### src/verilog/otg_role_pkg.sv
`default_nettype none
package otg_role_pkg;
   // =====================================================
   // register map (byte addresses)
   localparam logic [11:0] ADDR_ROLE_CTRL = 12'h000;
   localparam logic [11:0] ADDR_INT_STAT  = 12'h004;
   localparam logic [11:0] ADDR_INT_MASK  = 12'h008;
   localparam int          ADDR_W         = 12;
   // =====================================================
   // field positions of the role/session register
   localparam int BIT_B_ROLE   = 7;
   localparam int BIT_FS_PEER  = 6;
   localparam int BIT_LS_PEER  = 5;
   localparam int BIT_VBUS_HI  = 4;
   localparam int BIT_VBUS_LO  = 3;
   localparam int BIT_HOST     = 2;
   localparam int BIT_HOST_REQ = 1;
   localparam int BIT_SESSION  = 0;
   localparam logic [7:0] ROLE_CTRL_RESET = 8'h00;
   // =====================================================
   // vbus level bands
   localparam logic [1:0] VBUS_BELOW_SESS_END = 2'h0;
   localparam logic [1:0] VBUS_SESS_END       = 2'h1;
   localparam logic [1:0] VBUS_A_VALID        = 2'h2;
   localparam logic [1:0] VBUS_VALID          = 2'h3;
   // =====================================================
   // interrupt status bits
   localparam int          NUM_EVENTS   = 4;
   localparam int          EV_SESS_UP   = 0;
   localparam int          EV_SESS_DOWN = 1;
   localparam int          EV_HNP_DONE  = 2;
   localparam int          EV_SOFT_DISC = 3;
   localparam logic [3:0]  INT_RESET    = 4'h0;
   // =====================================================
   typedef enum logic [1:0] {
      HNP_IDLE    = 2'b00,
      HNP_RUN     = 2'b01,
      HNP_FINISH  = 2'b10
   } hnp_state_t;
endpackage : otg_role_pkg
`default_nettype wire

### src/verilog/line_status_if.sv
`default_nettype none
interface line_status_if;
   logic       bRole;
   logic       fsPeer;
   logic       lsPeer;
   logic [1:0] vbusBand;
   logic       acting_as_host;
   logic       suspended;
   logic       sessionActive;
   logic       chirpSeen;
   logic       hnpDone;
   modport source (output bRole, fsPeer, lsPeer, vbusBand, acting_as_host, suspended, sessionActive, chirpSeen, hnpDone);
   modport sink   (input  bRole, fsPeer, lsPeer, vbusBand, acting_as_host, suspended, sessionActive, chirpSeen, hnpDone);
endinterface : line_status_if
`default_nettype wire

### src/verilog/line_status_sync.sv
`default_nettype none
module line_status_sync
   import otg_role_pkg::*;
(
   input  wire logic       clock,
   input  wire logic       reset_n,
   input  wire logic       bRoleIn,
   input  wire logic       fsPeerIn,
   input  wire logic       lsPeerIn,
   input  wire logic [1:0] vbusBandIn,
   input  wire logic       hostModeIn,
   input  wire logic       suspendIn,
   input  wire logic       sessionIn,
   input  wire logic       chirpIn,
   input  wire logic       hnpDoneIn,
   line_status_if.source   status
);
   localparam int W = 10;
   logic [W-1:0] raw;
   logic [W-1:0] stage1_q;
   logic [W-1:0] stage1_d;
   logic [W-1:0] stage2_q;
   logic [W-1:0] stage2_d;

   assign raw = {bRoleIn, fsPeerIn, lsPeerIn, vbusBandIn, hostModeIn, suspendIn, sessionIn, chirpIn, hnpDoneIn};

   // =====================================================
   // two-flop synchroniser for every phy/line level
   always_comb begin
      stage1_d = raw;
      stage2_d = stage1_q;
   end

   always_ff @(posedge clock or negedge reset_n) begin
      if (!reset_n) begin
         stage1_q <= '0;
         stage2_q <= '0;
      end else begin
         stage1_q <= stage1_d;
         stage2_q <= stage2_d;
      end
   end

   assign status.bRole         = stage2_q[9];
   assign status.fsPeer        = stage2_q[8];
   assign status.lsPeer        = stage2_q[7];
   assign status.vbusBand      = stage2_q[6:5];
   assign status.acting_as_host      = stage2_q[4];
   assign status.suspended     = stage2_q[3];
   assign status.sessionActive = stage2_q[2];
   assign status.chirpSeen     = stage2_q[1];
   assign status.hnpDone       = stage2_q[0];
endmodule : line_status_sync
`default_nettype wire

### src/verilog/hnp_sequencer.sv
`default_nettype none
module hnp_sequencer
   import otg_role_pkg::*;
(
   input  wire logic clock,
   input  wire logic reset_n,
   input  wire logic hostRequest,
   line_status_if.sink status,
   output var  logic hnpStart,
   output var  logic hnpComplete
);
   hnp_state_t state_q;
   hnp_state_t state_d;
   logic       start_d;
   logic       done_d;
   logic       start_q;
   logic       done_q;

   // =====================================================
   // negotiation only from the b role with a pending request
   always_comb begin
      state_d = state_q;
      start_d = 1'b0;
      done_d  = 1'b0;
      case (state_q)
         HNP_IDLE: begin
            if (hostRequest && status.bRole && status.sessionActive && status.suspended) begin
               state_d = HNP_RUN;
               start_d = 1'b1;
            end
         end
         HNP_RUN: begin
            if (status.hnpDone) begin
               state_d = HNP_FINISH;
               done_d  = 1'b1;
            end else if (!status.sessionActive) begin
               state_d = HNP_IDLE;
            end
         end
         HNP_FINISH: begin
            // wait for the phy to drop its done level before rearming
            if (!status.hnpDone) begin
               state_d = HNP_IDLE;
            end
         end
         default: state_d = HNP_IDLE;
      endcase
   end

   always_ff @(posedge clock or negedge reset_n) begin
      if (!reset_n) begin
         state_q <= HNP_IDLE;
         start_q <= 1'b0;
         done_q  <= 1'b0;
      end else begin
         state_q <= state_d;
         start_q <= start_d;
         done_q  <= done_d;
      end
   end

   assign hnpStart    = start_q;
   assign hnpComplete = done_q;
endmodule : hnp_sequencer
`default_nettype wire

### src/verilog/otg_role_session_control.sv
// =====================================================
// What this block does
// - bit 7 reports role, 1 means B
// - role bit only meaningful during sessions
// - host mode flags full/high-speed peer
// - high-speed told apart by reset chirps
// - host mode flags low-speed peer
// - two-bit vbus level band field
// - host bit set while acting as host
// - B role request starts negotiation on suspend
// - request bit self-clears after negotiation
// - B role hardware sets/clears session
// - clearing session in suspend disconnects
//
// The register addresses and the APB slave port were left to the implementer.
`default_nettype none
module otg_role_session_control
   import otg_role_pkg::*;
(
   input  wire logic        clock,
   input  wire logic        reset_n,
   input  wire logic        psel,
   input  wire logic        penable,
   input  wire logic        pwrite,
   input  wire logic [11:0] paddr,
   input  wire logic [31:0] pwdata,
   output var  logic [31:0] prdata,
   output var  logic        pready,
   output var  logic        pslverr,
   input  wire logic        bRoleIn,
   input  wire logic        fsPeerIn,
   input  wire logic        lsPeerIn,
   input  wire logic [1:0]  vbusBandIn,
   input  wire logic        hostModeIn,
   input  wire logic        suspendIn,
   input  wire logic        sessionIn,
   input  wire logic        chirpIn,
   input  wire logic        hnpDoneIn,
   output var  logic        sessionOut,
   output var  logic        srpStart,
   output var  logic        hnpStart,
   output var  logic        softDisconnect,
   output var  logic        irq
);
   line_status_if status ();

   logic                  hnpStartW;
   logic                  hnpCompleteW;
   logic                  host_role_request_q;
   logic                  host_role_request_d;
   logic                  session_q;
   logic                  session_d;
   logic                  fsPeer_q;
   logic                  fsPeer_d;
   logic                  lsPeer_q;
   logic                  lsPeer_d;
   logic                  sessPrev_q;
   logic                  srp_q;
   logic                  srp_d;
   logic                  disc_q;
   logic                  disc_d;
   logic                  discHold_q;
   logic                  discHold_d;
   logic                  hnpOut_q;
   logic [NUM_EVENTS-1:0] intStat_q;
   logic [NUM_EVENTS-1:0] intStat_d;
   logic [NUM_EVENTS-1:0] intMask_q;
   logic [NUM_EVENTS-1:0] intMask_d;
   logic [NUM_EVENTS-1:0] events;
   logic                  irq_q;
   logic                  irq_d;
   logic [31:0]           rdata_q;
   logic [31:0]           rdata_d;
   logic                  ready_q;
   logic                  ready_d;
   logic                  err_q;
   logic                  err_d;
   logic                  setup;
   logic                  access;
   logic                  wrRole;
   logic                  wrStat;
   logic                  wrMask;
   logic                  mapped;
   logic [7:0]            roleView;

   line_status_sync u_sync (
      .clock      (clock),
      .reset_n    (reset_n),
      .bRoleIn    (bRoleIn),
      .fsPeerIn   (fsPeerIn),
      .lsPeerIn   (lsPeerIn),
      .vbusBandIn (vbusBandIn),
      .hostModeIn (hostModeIn),
      .suspendIn  (suspendIn),
      .sessionIn  (sessionIn),
      .chirpIn    (chirpIn),
      .hnpDoneIn  (hnpDoneIn),
      .status     (status)
   );

   hnp_sequencer u_hnp (
      .clock       (clock),
      .reset_n     (reset_n),
      .hostRequest (host_role_request_q),
      .status      (status),
      .hnpStart    (hnpStartW),
      .hnpComplete (hnpCompleteW)
   );

   // =====================================================
   // apb decode: no wait state, answer in the first access cycle
   // writes land at the edge that completes the access, never at setup,
   // so a transfer the master has not finished leaves no trace
   assign setup  = psel && !penable;
   assign access = psel && penable && ready_q;
   assign mapped = (paddr == ADDR_ROLE_CTRL) || (paddr == ADDR_INT_STAT) || (paddr == ADDR_INT_MASK);
   assign wrRole = access && pwrite && (paddr == ADDR_ROLE_CTRL);
   assign wrStat = access && pwrite && (paddr == ADDR_INT_STAT);
   assign wrMask = access && pwrite && (paddr == ADDR_INT_MASK);

   // =====================================================
   // role bit shown as-is; software must gate it with session
   always_comb begin
      roleView                          = 8'h00;
      roleView[BIT_B_ROLE]              = status.bRole;
      roleView[BIT_FS_PEER]             = fsPeer_q;
      roleView[BIT_LS_PEER]             = lsPeer_q;
      roleView[BIT_VBUS_HI:BIT_VBUS_LO] = status.vbusBand;
      roleView[BIT_HOST]                = status.acting_as_host;
      roleView[BIT_HOST_REQ]            = host_role_request_q;
      roleView[BIT_SESSION]             = session_q;
   end

   // =====================================================
   // peer speed flags: only tracked in host mode
   always_comb begin
      fsPeer_d = fsPeer_q;
      lsPeer_d = lsPeer_q;
      if (!status.acting_as_host) begin
         fsPeer_d = 1'b0;
         lsPeer_d = 1'b0;
      end else begin
         // a chirp during peer reset also marks the fast peer
         fsPeer_d = status.fsPeer || status.chirpSeen;
         lsPeer_d = status.lsPeer && !fsPeer_d;
      end
   end

   // =====================================================
   // control bits: host request and session
   always_comb begin
      host_role_request_d = host_role_request_q;
      session_d = session_q;
      srp_d     = 1'b0;
      disc_d    = 1'b0;
      if (wrRole) begin
         // only bits 1 and 0 are writable; status bits ignore writes
         host_role_request_d = pwdata[BIT_HOST_REQ];
         if (status.bRole && status.sessionActive) begin
            // session owned by hardware in the b role; a clear in suspend still disconnects
            if (!pwdata[BIT_SESSION] && status.suspended) begin
               session_d = 1'b0;
               disc_d    = 1'b1;
            end
         end else begin
            session_d = pwdata[BIT_SESSION];
            srp_d     = pwdata[BIT_SESSION] && !session_q && !status.sessionActive;
            disc_d    = !pwdata[BIT_SESSION] && session_q && status.suspended;
         end
      end else if (status.bRole) begin
         // after a software disconnect the bit stays down until the line drops
         session_d = status.sessionActive && !discHold_q;
      end
      // completion clear beats a simultaneous write, else it would be lost
      if (hnpCompleteW) begin
         host_role_request_d = 1'b0;
      end
      // the hold ends once the peer has really ended the session
      discHold_d = (discHold_q || disc_d) && status.sessionActive;
   end

   // =====================================================
   // interrupt status: set wins over write-one-to-clear
   assign events[EV_SESS_UP]   = session_q && !sessPrev_q;
   assign events[EV_SESS_DOWN] = !session_q && sessPrev_q;
   assign events[EV_HNP_DONE]  = hnpCompleteW;
   assign events[EV_SOFT_DISC] = disc_q;

   always_comb begin
      intStat_d = intStat_q;
      intMask_d = intMask_q;
      if (wrStat) begin
         intStat_d = intStat_q & ~pwdata[NUM_EVENTS-1:0];
      end
      // an event in the same cycle as its clear survives
      intStat_d = intStat_d | events;
      if (wrMask) begin
         intMask_d = pwdata[NUM_EVENTS-1:0];
      end
      // from registered status and mask: irq lags the status bit by one cycle, the event by two
      irq_d = |(intStat_q & intMask_q);
   end

   // =====================================================
   // read path
   // read data is taken from state at setup and shown during the access
   always_comb begin
      rdata_d = 32'h0000_0000;
      ready_d = 1'b0;
      err_d   = 1'b0;
      if (setup) begin
         ready_d = 1'b1;
         err_d   = !mapped;
         if (!pwrite) begin
            case (paddr)
               ADDR_ROLE_CTRL: rdata_d[7:0]            = roleView;
               ADDR_INT_STAT:  rdata_d[NUM_EVENTS-1:0] = intStat_q;
               ADDR_INT_MASK:  rdata_d[NUM_EVENTS-1:0] = intMask_q;
               default:        rdata_d                 = 32'h0000_0000;
            endcase
         end
      end
   end

   // =====================================================
   // peer speed flag registers
   always_ff @(posedge clock or negedge reset_n) begin
      if (!reset_n) begin
         fsPeer_q <= ROLE_CTRL_RESET[BIT_FS_PEER];
         lsPeer_q <= ROLE_CTRL_RESET[BIT_LS_PEER];
      end else begin
         fsPeer_q <= fsPeer_d;
         lsPeer_q <= lsPeer_d;
      end
   end

   // =====================================================
   // control bit and pulse registers
   always_ff @(posedge clock or negedge reset_n) begin
      if (!reset_n) begin
         host_role_request_q  <= ROLE_CTRL_RESET[BIT_HOST_REQ];
         session_q  <= ROLE_CTRL_RESET[BIT_SESSION];
         srp_q      <= 1'b0;
         disc_q     <= 1'b0;
         discHold_q <= 1'b0;
         hnpOut_q   <= 1'b0;
      end else begin
         host_role_request_q  <= host_role_request_d;
         session_q  <= session_d;
         srp_q      <= srp_d;
         disc_q     <= disc_d;
         discHold_q <= discHold_d;
         hnpOut_q   <= hnpStartW;
      end
   end

   // =====================================================
   // interrupt registers
   always_ff @(posedge clock or negedge reset_n) begin
      if (!reset_n) begin
         sessPrev_q <= 1'b0;
         intStat_q  <= INT_RESET;
         intMask_q  <= INT_RESET;
         irq_q      <= 1'b0;
      end else begin
         sessPrev_q <= session_q;
         intStat_q  <= intStat_d;
         intMask_q  <= intMask_d;
         irq_q      <= irq_d;
      end
   end

   // =====================================================
   // bus answer registers
   always_ff @(posedge clock or negedge reset_n) begin
      if (!reset_n) begin
         rdata_q <= 32'h0000_0000;
         ready_q <= 1'b0;
         err_q   <= 1'b0;
      end else begin
         rdata_q <= rdata_d;
         ready_q <= ready_d;
         err_q   <= err_d;
      end
   end

   // =====================================================
   // outputs, each straight from a flip-flop
   assign prdata         = rdata_q;
   assign pready         = ready_q;
   assign pslverr        = err_q;
   assign sessionOut     = session_q;
   assign srpStart       = srp_q;
   assign hnpStart       = hnpOut_q;
   assign softDisconnect = disc_q;
   assign irq            = irq_q;
endmodule : otg_role_session_control
`default_nettype wire

### config.mk
export PLATFORM = sky130hd
export DESIGN_NAME = otg_role_session_control
export DESIGN_NICKNAME = d
export VERILOG_FILES = /design/src/verilog/otg_role_pkg.sv /design/src/verilog/line_status_if.sv /design/src/verilog/line_status_sync.sv /design/src/verilog/hnp_sequencer.sv /design/src/verilog/otg_role_session_control.sv
export SDC_FILE = /design/constraint.sdc
export NUM_CORES = 1
export LEC_CHECK = 0
export BUFFER_PORTS_ARGS = -buffer_cell sky130_fd_sc_hd__buf_4
export CORE_MARGIN = 5
export CORE_UTILIZATION = 45
export CTS_BUF_LIST = sky130_fd_sc_hd__clkbuf_8
export DETAILED_ROUTE_END_ITERATION = 10
export PLACE_DENSITY = 0.85
export REMOVE_ABC_BUFFERS = 1
export SYNTH_ARGS = -nofsm -noshare
export SYNTH_HDL_FRONTEND = slang
export SYNTH_SLANG_ARGS = --single-unit
### constraint.sdc
create_clock -name clock -period 2.3 [get_ports clock]
set_input_delay 0.46 -clock clock [delete_from_list [all_inputs] [get_ports clock]]
set_output_delay 0.46 -clock clock [all_outputs]
set_load 0.01 [all_outputs]
# Word level (Yosys, flattened, before mapping)
# Index checks and enable logic that the tools add are counted.
# W data, S select, Z words.
# word_totals
register_bits,76
in_bits,59
out_inout_bits,39
elab_cells,101
# op_classes
eq_ne,8
muxes,29
bitwise,4
reduce_logical,40
# ops
cell,n
$mux W32,1
$logic_and A1 B1 Y1,21
$mux W1,19
$eq A12 B3 Y1 const B,1
$eq A12 B4 Y1 const B,1
$logic_not A12 Y1,1
$pmux W4 S3,1
$and A4 B4 Y4,2
$logic_not A1 Y1,8
$mux W2,4
$mux W4,2
$mux W8,1
$pmux W2 S3,1
$logic_or A1 B1 Y1,4
$not A4 Y4,1
$or A4 B4 Y4,1
$reduce_bool A2 Y1,2
$reduce_or A4 Y1,1
$ne A3 B2 Y1 const B,1
$ne A3 B3 Y1 const B,1
$reduce_and A3 Y1,1
$eq A2 B1 Y1 const B,1
$eq A2 B2 Y1 const B,1
$logic_not A2 Y1,1
other kinds (3),3

# Longest topological paths before layout
# Gate-level depths: netlist of the first run.
# logic_depth
ltp_word,7
mapped_depth,6

# Hierarchy
# From an unflattened synthesis of the first run, not the netlist that was laid out.
# unflattened
cells_unflattened,160
area_unflattened_um2,2077.0
# by_module_without_submodules
mod,n_inst,cells_per_inst,area_each_um2,seq_area_each_um2
otg_role_session_control,1,128,1410.1,700.7
line_status_sync,1,20,500.5,500.5
hnp_sequencer,1,12,166.4,100.1

# Worst setup path before layout of the first run
# OpenSTA, ideal clock, no wires.
# synth_timing
kind,input to register
startpoint,input paddr[3]
endpoint,"register session_q, in the netlist sessionOut"
arrival_ns,1.432
required_time_ns,2.171
slack_ns,0.739
cell_stages,6
cell_sequence,buf_6 > nor4_4 > and4_1 > buf_4 > mux2i_1 > a211oi_2
# synth_via
elab_chain_len,4
# synth_rtl
item,line,source
start: declaration,otg_role_session_control.sv:25,"input wire logic [11:0] paddr,"
$logic_not A12 Y1 (*),otg_role_session_control.sv:117,assign wrRole = access && pwrite && (paddr == ADDR_ROLE_CTRL);
$logic_and A1 B1 Y1 (*),otg_role_session_control.sv:117,
$ne A3 B2 Y1 (no source line) / $reduce_bool A2 Y1 (equally long branches),--,
$reduce_and A2 Y1 (no source line),--,
end signal: assignment,otg_role_session_control.sv:242,session_q <= ROLE_CTRL_RESET[BIT_SESSION];
end signal: assignment,otg_role_session_control.sv:249,session_q <= session_d;
end: declaration,otg_role_session_control.sv:51,logic session_q;
# Mark *: on every way between the ends. The rest lies on a longest branch, timed or not.
# A chain may end at the register's enable or synchronous reset.

# Worst setup path in the final report of the first run
# layout_timing
startpoint,input paddr[9]
endpoint,"register rdata_q[0], in the netlist prdata[0]"
# layout_via
elab_chain_len,4
# layout_rtl
item,line,source
$eq A12 B4 Y1 (tied with other cells),otg_role_session_control.sv:215,case (paddr)
$pmux W4 S3 (*),otg_role_session_control.sv:215,
$mux W8 (*),otg_role_session_control.sv:214,if (!pwrite) begin
$mux W32 (*),otg_role_session_control.sv:211,if (setup) begin
via rdata_d[0],otg_role_session_control.sv:73,logic [31:0] rdata_d;
end signal: assignment,otg_role_session_control.sv:281,rdata_q <= rdata_d;
end: declaration,otg_role_session_control.sv:72,logic [31:0] rdata_q;
# The timed path passes the listed nets; every way through them passes the cells marked *.

==> flow_summary.json, run 1 <==
{
  "yosys.area_share.xor_xnor_pct": 0.417,
  "route.met3.wl_um": 239,
  "nets": 271,
  "timing.setup.tns_ps": 0,
  "drive_gt1_share_pct": 29.1,
  "criticalPathCategory": "in -> reg",
  "finalCritPeriodShare_pct": 67.4,
  "clock_latency_ps": 290,
  "die_x_um": 78.3,
  "r2r-end": "sessionOut",
  "cts_max_path_buffers": 2,
  "portBuffers": 45,
  "ff2ff_setup_slack_ps": 860,
  "setup_viol": 0,
  "dp_slack_ps": 457,
  "highest_layer": "met4",
  "skew_ps": 4.59,
  "status": "finished, final reports clean",
  "ys.flop_type": "dfrtp_1",
  "ant_nets": 0,
  "r2r_cells": 4,
  "cp_max_fo": 6,
  "ir_drop_mv": 0.490,
  "critPathLaunchType": "input pin",
  "first_pass_iters": 4,
  "yosysSeqAreaShare_pct": 62.0,
  "synthSimpleGateAreaFrac_pct": 16.7,
  "p_sw_mw": 0.352,
  "syn_inst": 164,
  "p_leak_nw": 1.25,
  "vias": 1295,
  "r2r_start": "pready",
  "fin_cells": 265,
  "power_mw": 1.66,
  "timing.fmax_ghz": 0.645,
  "htree_levels": 2,
  "cts_sinks": 52,
  "rsz0062_at_grt": "false",
  "setup_slack_ps": 749,
  "min_path_type": "in -> async",
  "clockPowerShare_pct": 35.3,
  "gp_congestion": 0.765,
  "required_ps": 2530,
  "ios": 98,
  "remaining_drc_errors": 0,
  "slew_headroom_pct": 58.0,
  "synth_top_family_by_area": "simple AND/OR/NAND/NOR gates",
  "power_density_nw_per_um2": 667,
  "avgSynthCellArea_um2": 12.8,
  "cts_buffers": 5,
  "cts_tree": "yes",
  "grt_pass1_wl_um": 6190,
  "synth_warnings": 0,
  "synth_top_area_share_pct": 62.0,
  "coreArea_um2": 4440,
  "crit_path_end": "prdata[0]",
  "drt_iter0_drc": 83,
  "crit_arrival_ps": 1780,
  "grt_overflow_total": 0,
  "swShare_pct": 21.2,
  "synth_mux_area_share_pct": 4.53,
  "grt_antenna_before_repair": 0,
  "worst_pin_slew_ps": 631,
  "clkTransAtPathRegs_ps": 90,
  "synthArstFlopShare_pct": 100,
  "synth-adder-area-share_pct": 0,
  "drv_slew": 0,
  "drt-total-wl_um": 3630,
  "min_period_ps": 1550,
  "start_util_pct": 47.2,
  "rows": 24,
  "yosys-top-cells-area": "dfrtp_1 62%, buf_4 8.9%, nor4_4 3.0%",
  "hold_viol": 0,
  "synth_cell_type_count": 33,
  "diodes": 0,
  "post_cts_buffers": 0,
  "startpoint": "paddr[9]",
  "placed_cells": 257,
  "wl_met2_um": 1910,
  "synth_seq_cells": 52,
  "ctsRootBufferMaster": "clkbuf_8",
  "ctsHoldBuffers": 0,
  "critPathCaptureType": "flip-flop",
  "dieHeight_um": 78.3,
  "syn_area_um2": 2100,
  "wl_per_cell_um": 13.7,
  "whs_ps": 182,
  "syn2layout_area_growth_pct": 18.4,
  "synth_compound_area_share_pct": 5.66,
  "post-dp-hpwl_um": 2800,
  "wl_met1_um": 1440,
  "maxCapViolations": 0,
  "dieArea_um2": 6130,
  "grt_max_degree": 53,
  "post-synth-top-area-cell": "dfrtp_1",
  "seq_power_share_pct": 57.3,
  "cts-resized-gates": 0,
  "grt_usage_pct": 12.9,
  "synth-edff-count": 0,
  "intPower_mw": 1.31,
  "vias_per_cell": 4.89,
  "p_comb_share_pct": 7.5,
  "grt_pass1_vias": 1318
}
routing by layer:
layer	vias up	track usage [%]
met4	0	5.07
met1	639	15.1
met2	43	22.5
li1	609	-
met5	-	0
met3	4	3.66
critical path, cell delays in order:
cell	delay (ps)
buf_4	120
nor4_4	390
nand4_1	170
nor4b_1	430
and2_1	200
worst min-delay path by stage:
| stage | from | endpoint | slack (ps) | depth (start not counted) |
|---|---|---|---|---|
| after floorplan | reset_n | discHold_q | 160 | 0 |
| after global placement | u_sync.stage1_q[7] | u_sync.stage2_q[7] | 330 | 0 |
| after detailed placement | u_sync.stage1_q[3] | u_sync.stage2_q[3] | 330 | 0 |
| after CTS | reset_n | prdata[1] | 190 | 1 |
| after global routing | reset_n | irq | 220 | 1 |
| final | reset_n | prdata[1] | 180 | 1 |
cell families (layout without fill, tap and decap cells):
logic type	after synthesis	count (layout)
other cells	1	24
mux	9	9
simple gates	54	54
flops	52	52
compound gates	17	17
xor+xnor	1	1
buf+inv	30	56
flip-flops by register name, summed over array words and instances (netlist names), 2 cells and up:
name	flops
intMask_q	4
u_hnp.state_q	2
intStat_q	4
prdata	8
u_sync.stage2_q	10
u_sync.stage1_q	10
layout make-up:
| cell class | instances | area (µm²) |
|---|---|---|
| tap | 52 | 65.1 |
| multi-input combinational | 105 | 663 |
| timing repair buffer | 45 | 338 |
| fill | 371 | 1960 |
| sequential | 52 | 1300 |
| clock inverter | 3 | 38.8 |
| inverter | 3 | 11.3 |
| clock buffer | 5 | 68.8 |
synth_stat cells, types with 3 or more instances:
| cell type | count |
|---|---|
| mux2_2 | 4 |
| nor4b_1 | 3 |
| o21ai_0 | 4 |
| and4_1 | 4 |
| nor3_1 | 4 |
| nor4_4 | 3 |
| nand2_1 | 14 |
| mux2i_1 | 5 |
| inv_1 | 3 |
| and2_1 | 8 |
| a21oi_1 | 3 |
| dfrtp_1 | 52 |
| nand4_1 | 3 |
| nor2_1 | 7 |
| buf_4 | 25 |
cell usage in the layout, fill, tap and decap left out, types with 2 or more instances in the layout:
cell type	instances
nor2b_1	2
nand4_1	3
dfrtp_1	52
nor2_1	7
nand2_1	14
nor3_1	4
mux2i_1	5
a22oi_1	2
and4_1	4
a21o_1	2
conb_1	24
inv_1	4
buf_4	45
nor4_4	3
o21ai_0	4
nor4b_1	3
a21oi_1	3
mux2_2	4
clkbuf_8	5
and2_1	8
power groups by stage:
stage               combinational (mW)  sequential, mW  clock [mW]
finish                           0.124           0.950       0.585
CTS                              0.124           0.950       0.600
floorplan                       0.0413           0.966           0
detailed placement               0.124           0.969           0
global route                     0.139           0.953       0.647
global placement                 0.121           0.966           0
stage by stage:
step | util, % | area, µm²
2_1_floorplan | - | 1980
3_3_place_gp | 53.5 | 2380
3_5_place_dp | 53.5 | 2380
4_1_cts | 55.9 | 2490
5_1_grt | 55.9 | 2490
6_report | 55.9 | 2490
Power figures use the tool's default switching activity.
==> run 2, diff against run 1 <==
--- a/config.mk
+++ b/config.mk
@@ -7,7 +7,7 @@
 export LEC_CHECK = 0
 export BUFFER_PORTS_ARGS = -buffer_cell sky130_fd_sc_hd__buf_4
 export CORE_MARGIN = 5
-export CORE_UTILIZATION = 45
+export CORE_UTILIZATION = 43
 export CTS_BUF_LIST = sky130_fd_sc_hd__clkbuf_8
 export DETAILED_ROUTE_END_ITERATION = 10
 export PLACE_DENSITY = 0.85
==> constraint.sdc (replaced) <==
create_clock -name clock -period 1.4 [get_ports clock]
set_input_delay 0.28 -clock clock [delete_from_list [all_inputs] [get_ports clock]]
set_output_delay 0.28 -clock clock [all_outputs]
set_load 0.01 [all_outputs]
==> run 2 against run 1 <==
First-iteration DRC count shrank 39%. Clock power grew 44%. Sequential cell count is the same. Clock skew grew 3.7 ps. Non-clock buffer count grew 14. Core utilization shrank 0.50 points. Clock-buffer cell count grew 1. Via count grew 3.6%. Hold slack lost 100 ps. Sequential power grew 64%.
==> flow_summary.json, run 2 (synthesis results as in run 1) <==
{
  "use_met2_pct": 22.0,
  "first_pass_iters": 4,
  "clock_latency_ps": 300,
  "r2r_start": "pready",
  "drt_iter0_drc": 51,
  "power_density_nw_per_um2": 1010,
  "vias": 1341,
  "setup_viol": 0,
  "dieArea_um2": 6380,
  "cts_tree": "yes",
  "cts_buffers": 5,
  "finalCritPeriodShare_pct": 91.7,
  "grt_antenna_before_repair": 0,
  "drt-total-wl_um": 3870,
  "ff2ff_setup_slack_ps": 120,
  "place_area_um2": 2480,
  "syn2layout_area_growth_pct": 24.7,
  "critPathMaxStageDelay_ps": 350,
  "p_leak_nw": 1.32,
  "ios": 98,
  "holdPathEnd": "u_sync.stage1_q[6]",
  "wl_per_cell_um": 13.2,
  "min_path_type": "in -> reg",
  "grt_usage_pct": 12.8,
  "cp_max_fo": 4,
  "gp_congestion": 0.824,
  "critPathLaunchType": "input pin",
  "met3_usage_pct": 4.06,
  "grt_overflow_total": 0,
  "grt_pass1_wl_um": 6150,
  "required_ps": 1580,
  "critPathSlowestCell": "nor4_4",
  "hold_viol": 0,
  "portBuffers": 45,
  "power_mw": 2.63,
  "skew_ps": 8.33,
  "n_fill_cell": 398,
  "path_cells": "buf_4 -> nor4_4 -> and3_1 -> nand3_2 -> mux2_2",
  "holdPathStages": 1,
  "diodes": 0,
  "r2r-end": "sessionOut",
  "vias_per_cell": 4.58,
  "drive_gt1_share_pct": 34.5,
  "final_cell_mix": "57 x buf_4, 52 x dfrtp_1, 24 x conb_1, 14 x nand2_1, 8 x and2_1",
  "final_common_cell": "buf_4",
  "dieHeight_um": 79.9,
  "status": "finished, final reports clean",
  "maxCapViolations": 0,
  "post-dp-hpwl_um": 2900,
  "min_period_ps": 1280,
  "die_x_um": 79.9,
  "grt_pass1_vias": 1344,
  "ant_nets": 0,
  "remaining_drc_errors": 0,
  "drv_slew": 0,
  "clkTransAtPathRegs_ps": 90,
  "nets": 285,
  "rows": 25,
  "critPathCaptureType": "flip-flop",
  "timing.fmax_ghz": 0.779,
  "start_util_pct": 44.5,
  "crit_arrival_ps": 1460,
  "r2r_cells": 4,
  "timing.setup.tns_ps": 0,
  "cts_max_path_buffers": 2,
  "top_usage_layer": "met2",
  "cts_sinks": 52,
  "ctsRootBufferMaster": "clkbuf_8",
  "use_met1_pct": 13.9,
  "grt_max_degree": 31,
  "ir_drop_mv": 0.671,
  "hold_start": "vbusBandIn[1]",
  "final_area_um2": 2620,
  "htree_levels": 2,
  "coreArea_um2": 4720,
  "criticalPathCategory": "in -> reg"
}
run 2: cell count changes in the layout (fill, tap and decap cells not counted):
cell / previous run / this run
clkbuf_8: 5 / 6
bufinv_16: 1 / 0
dlygate4sd3_1: 0 / 1
and4_1: 4 / 2
a2111oi_2: 0 / 1
buf_4: 45 / 57
and4_2: 0 / 1
buf_12: 0 / 1
inv_1: 4 / 3
clkinv_2: 1 / 0
and4_4: 0 / 1
clkinv_4: 0 / 1
a2111oi_0: 1 / 0
run 2: per-stage QoR:
stage	worst slack, ps	util (%)	cells	hold WS [ps]
after floorplan	55.0	-	160	-15.6
after global placement	-171	52.5	281	188
after detailed placement	-209	52.5	281	195
after CTS	6.81	54.6	289	66.9
after global routing	-11.9	55.4	293	60.9
final	116	55.4	293	82.0
run 2: repair_timing:
item | CTS | global route
hold endpoints to repair | 22 | 0
buffers inserted | 0 | 4
hold buffers | 1 | 0
gates resized for setup | 0 | 4
endpoints found under the setup margin | 0 | 7
run 2: worst max-delay path by stage:
stage	startpoint	to	slack (ps)	cells past startpoint
final	paddr[10]	intMask_q[2]	120	5
after CTS	pready	softDisconnect	7	3
after global routing	paddr[10]	prdata[3]	-10	6
after floorplan	paddr[9]	sessionOut	60	4
after detailed placement	paddr[9]	prdata[0]	-210	6
after global placement	paddr[5]	intMask_q[2]	-170	5
run 2: critical path, delay by kind of cell:
kind	cells	cell delay [ps]
buffers and inverters	1	120
multiplexers	1	310
AND/OR/NAND/NOR	3	740
run 2: routing by layer:
layer / up-vias / wire, µm
li1: 635 / -
met2: 51 / 1980
met5: - / 0
met3: 7 / 314
met1: 648 / 1500
met4: 0 / 82
run 2: area by class of cell:
type	count	area [µm²]	area share [%]
multi-input combinational	105	673	25.7
sequential	52	1300	49.7
inverter	3	11.3	0.430
clock inverter	1	8.76	0.334
clock buffer	6	82.6	3.15
tap	67	83.8	3.20
timing repair buffer	59	458	17.5
run 2: where the power goes:
part	internal (mW)	switching, mW	leakage [nW]	total, mW
sequential	1.54	0.0193	0.660	1.56
combinational	0.100	0.128	0.612	0.229
clock	0.394	0.450	0.0473	0.844
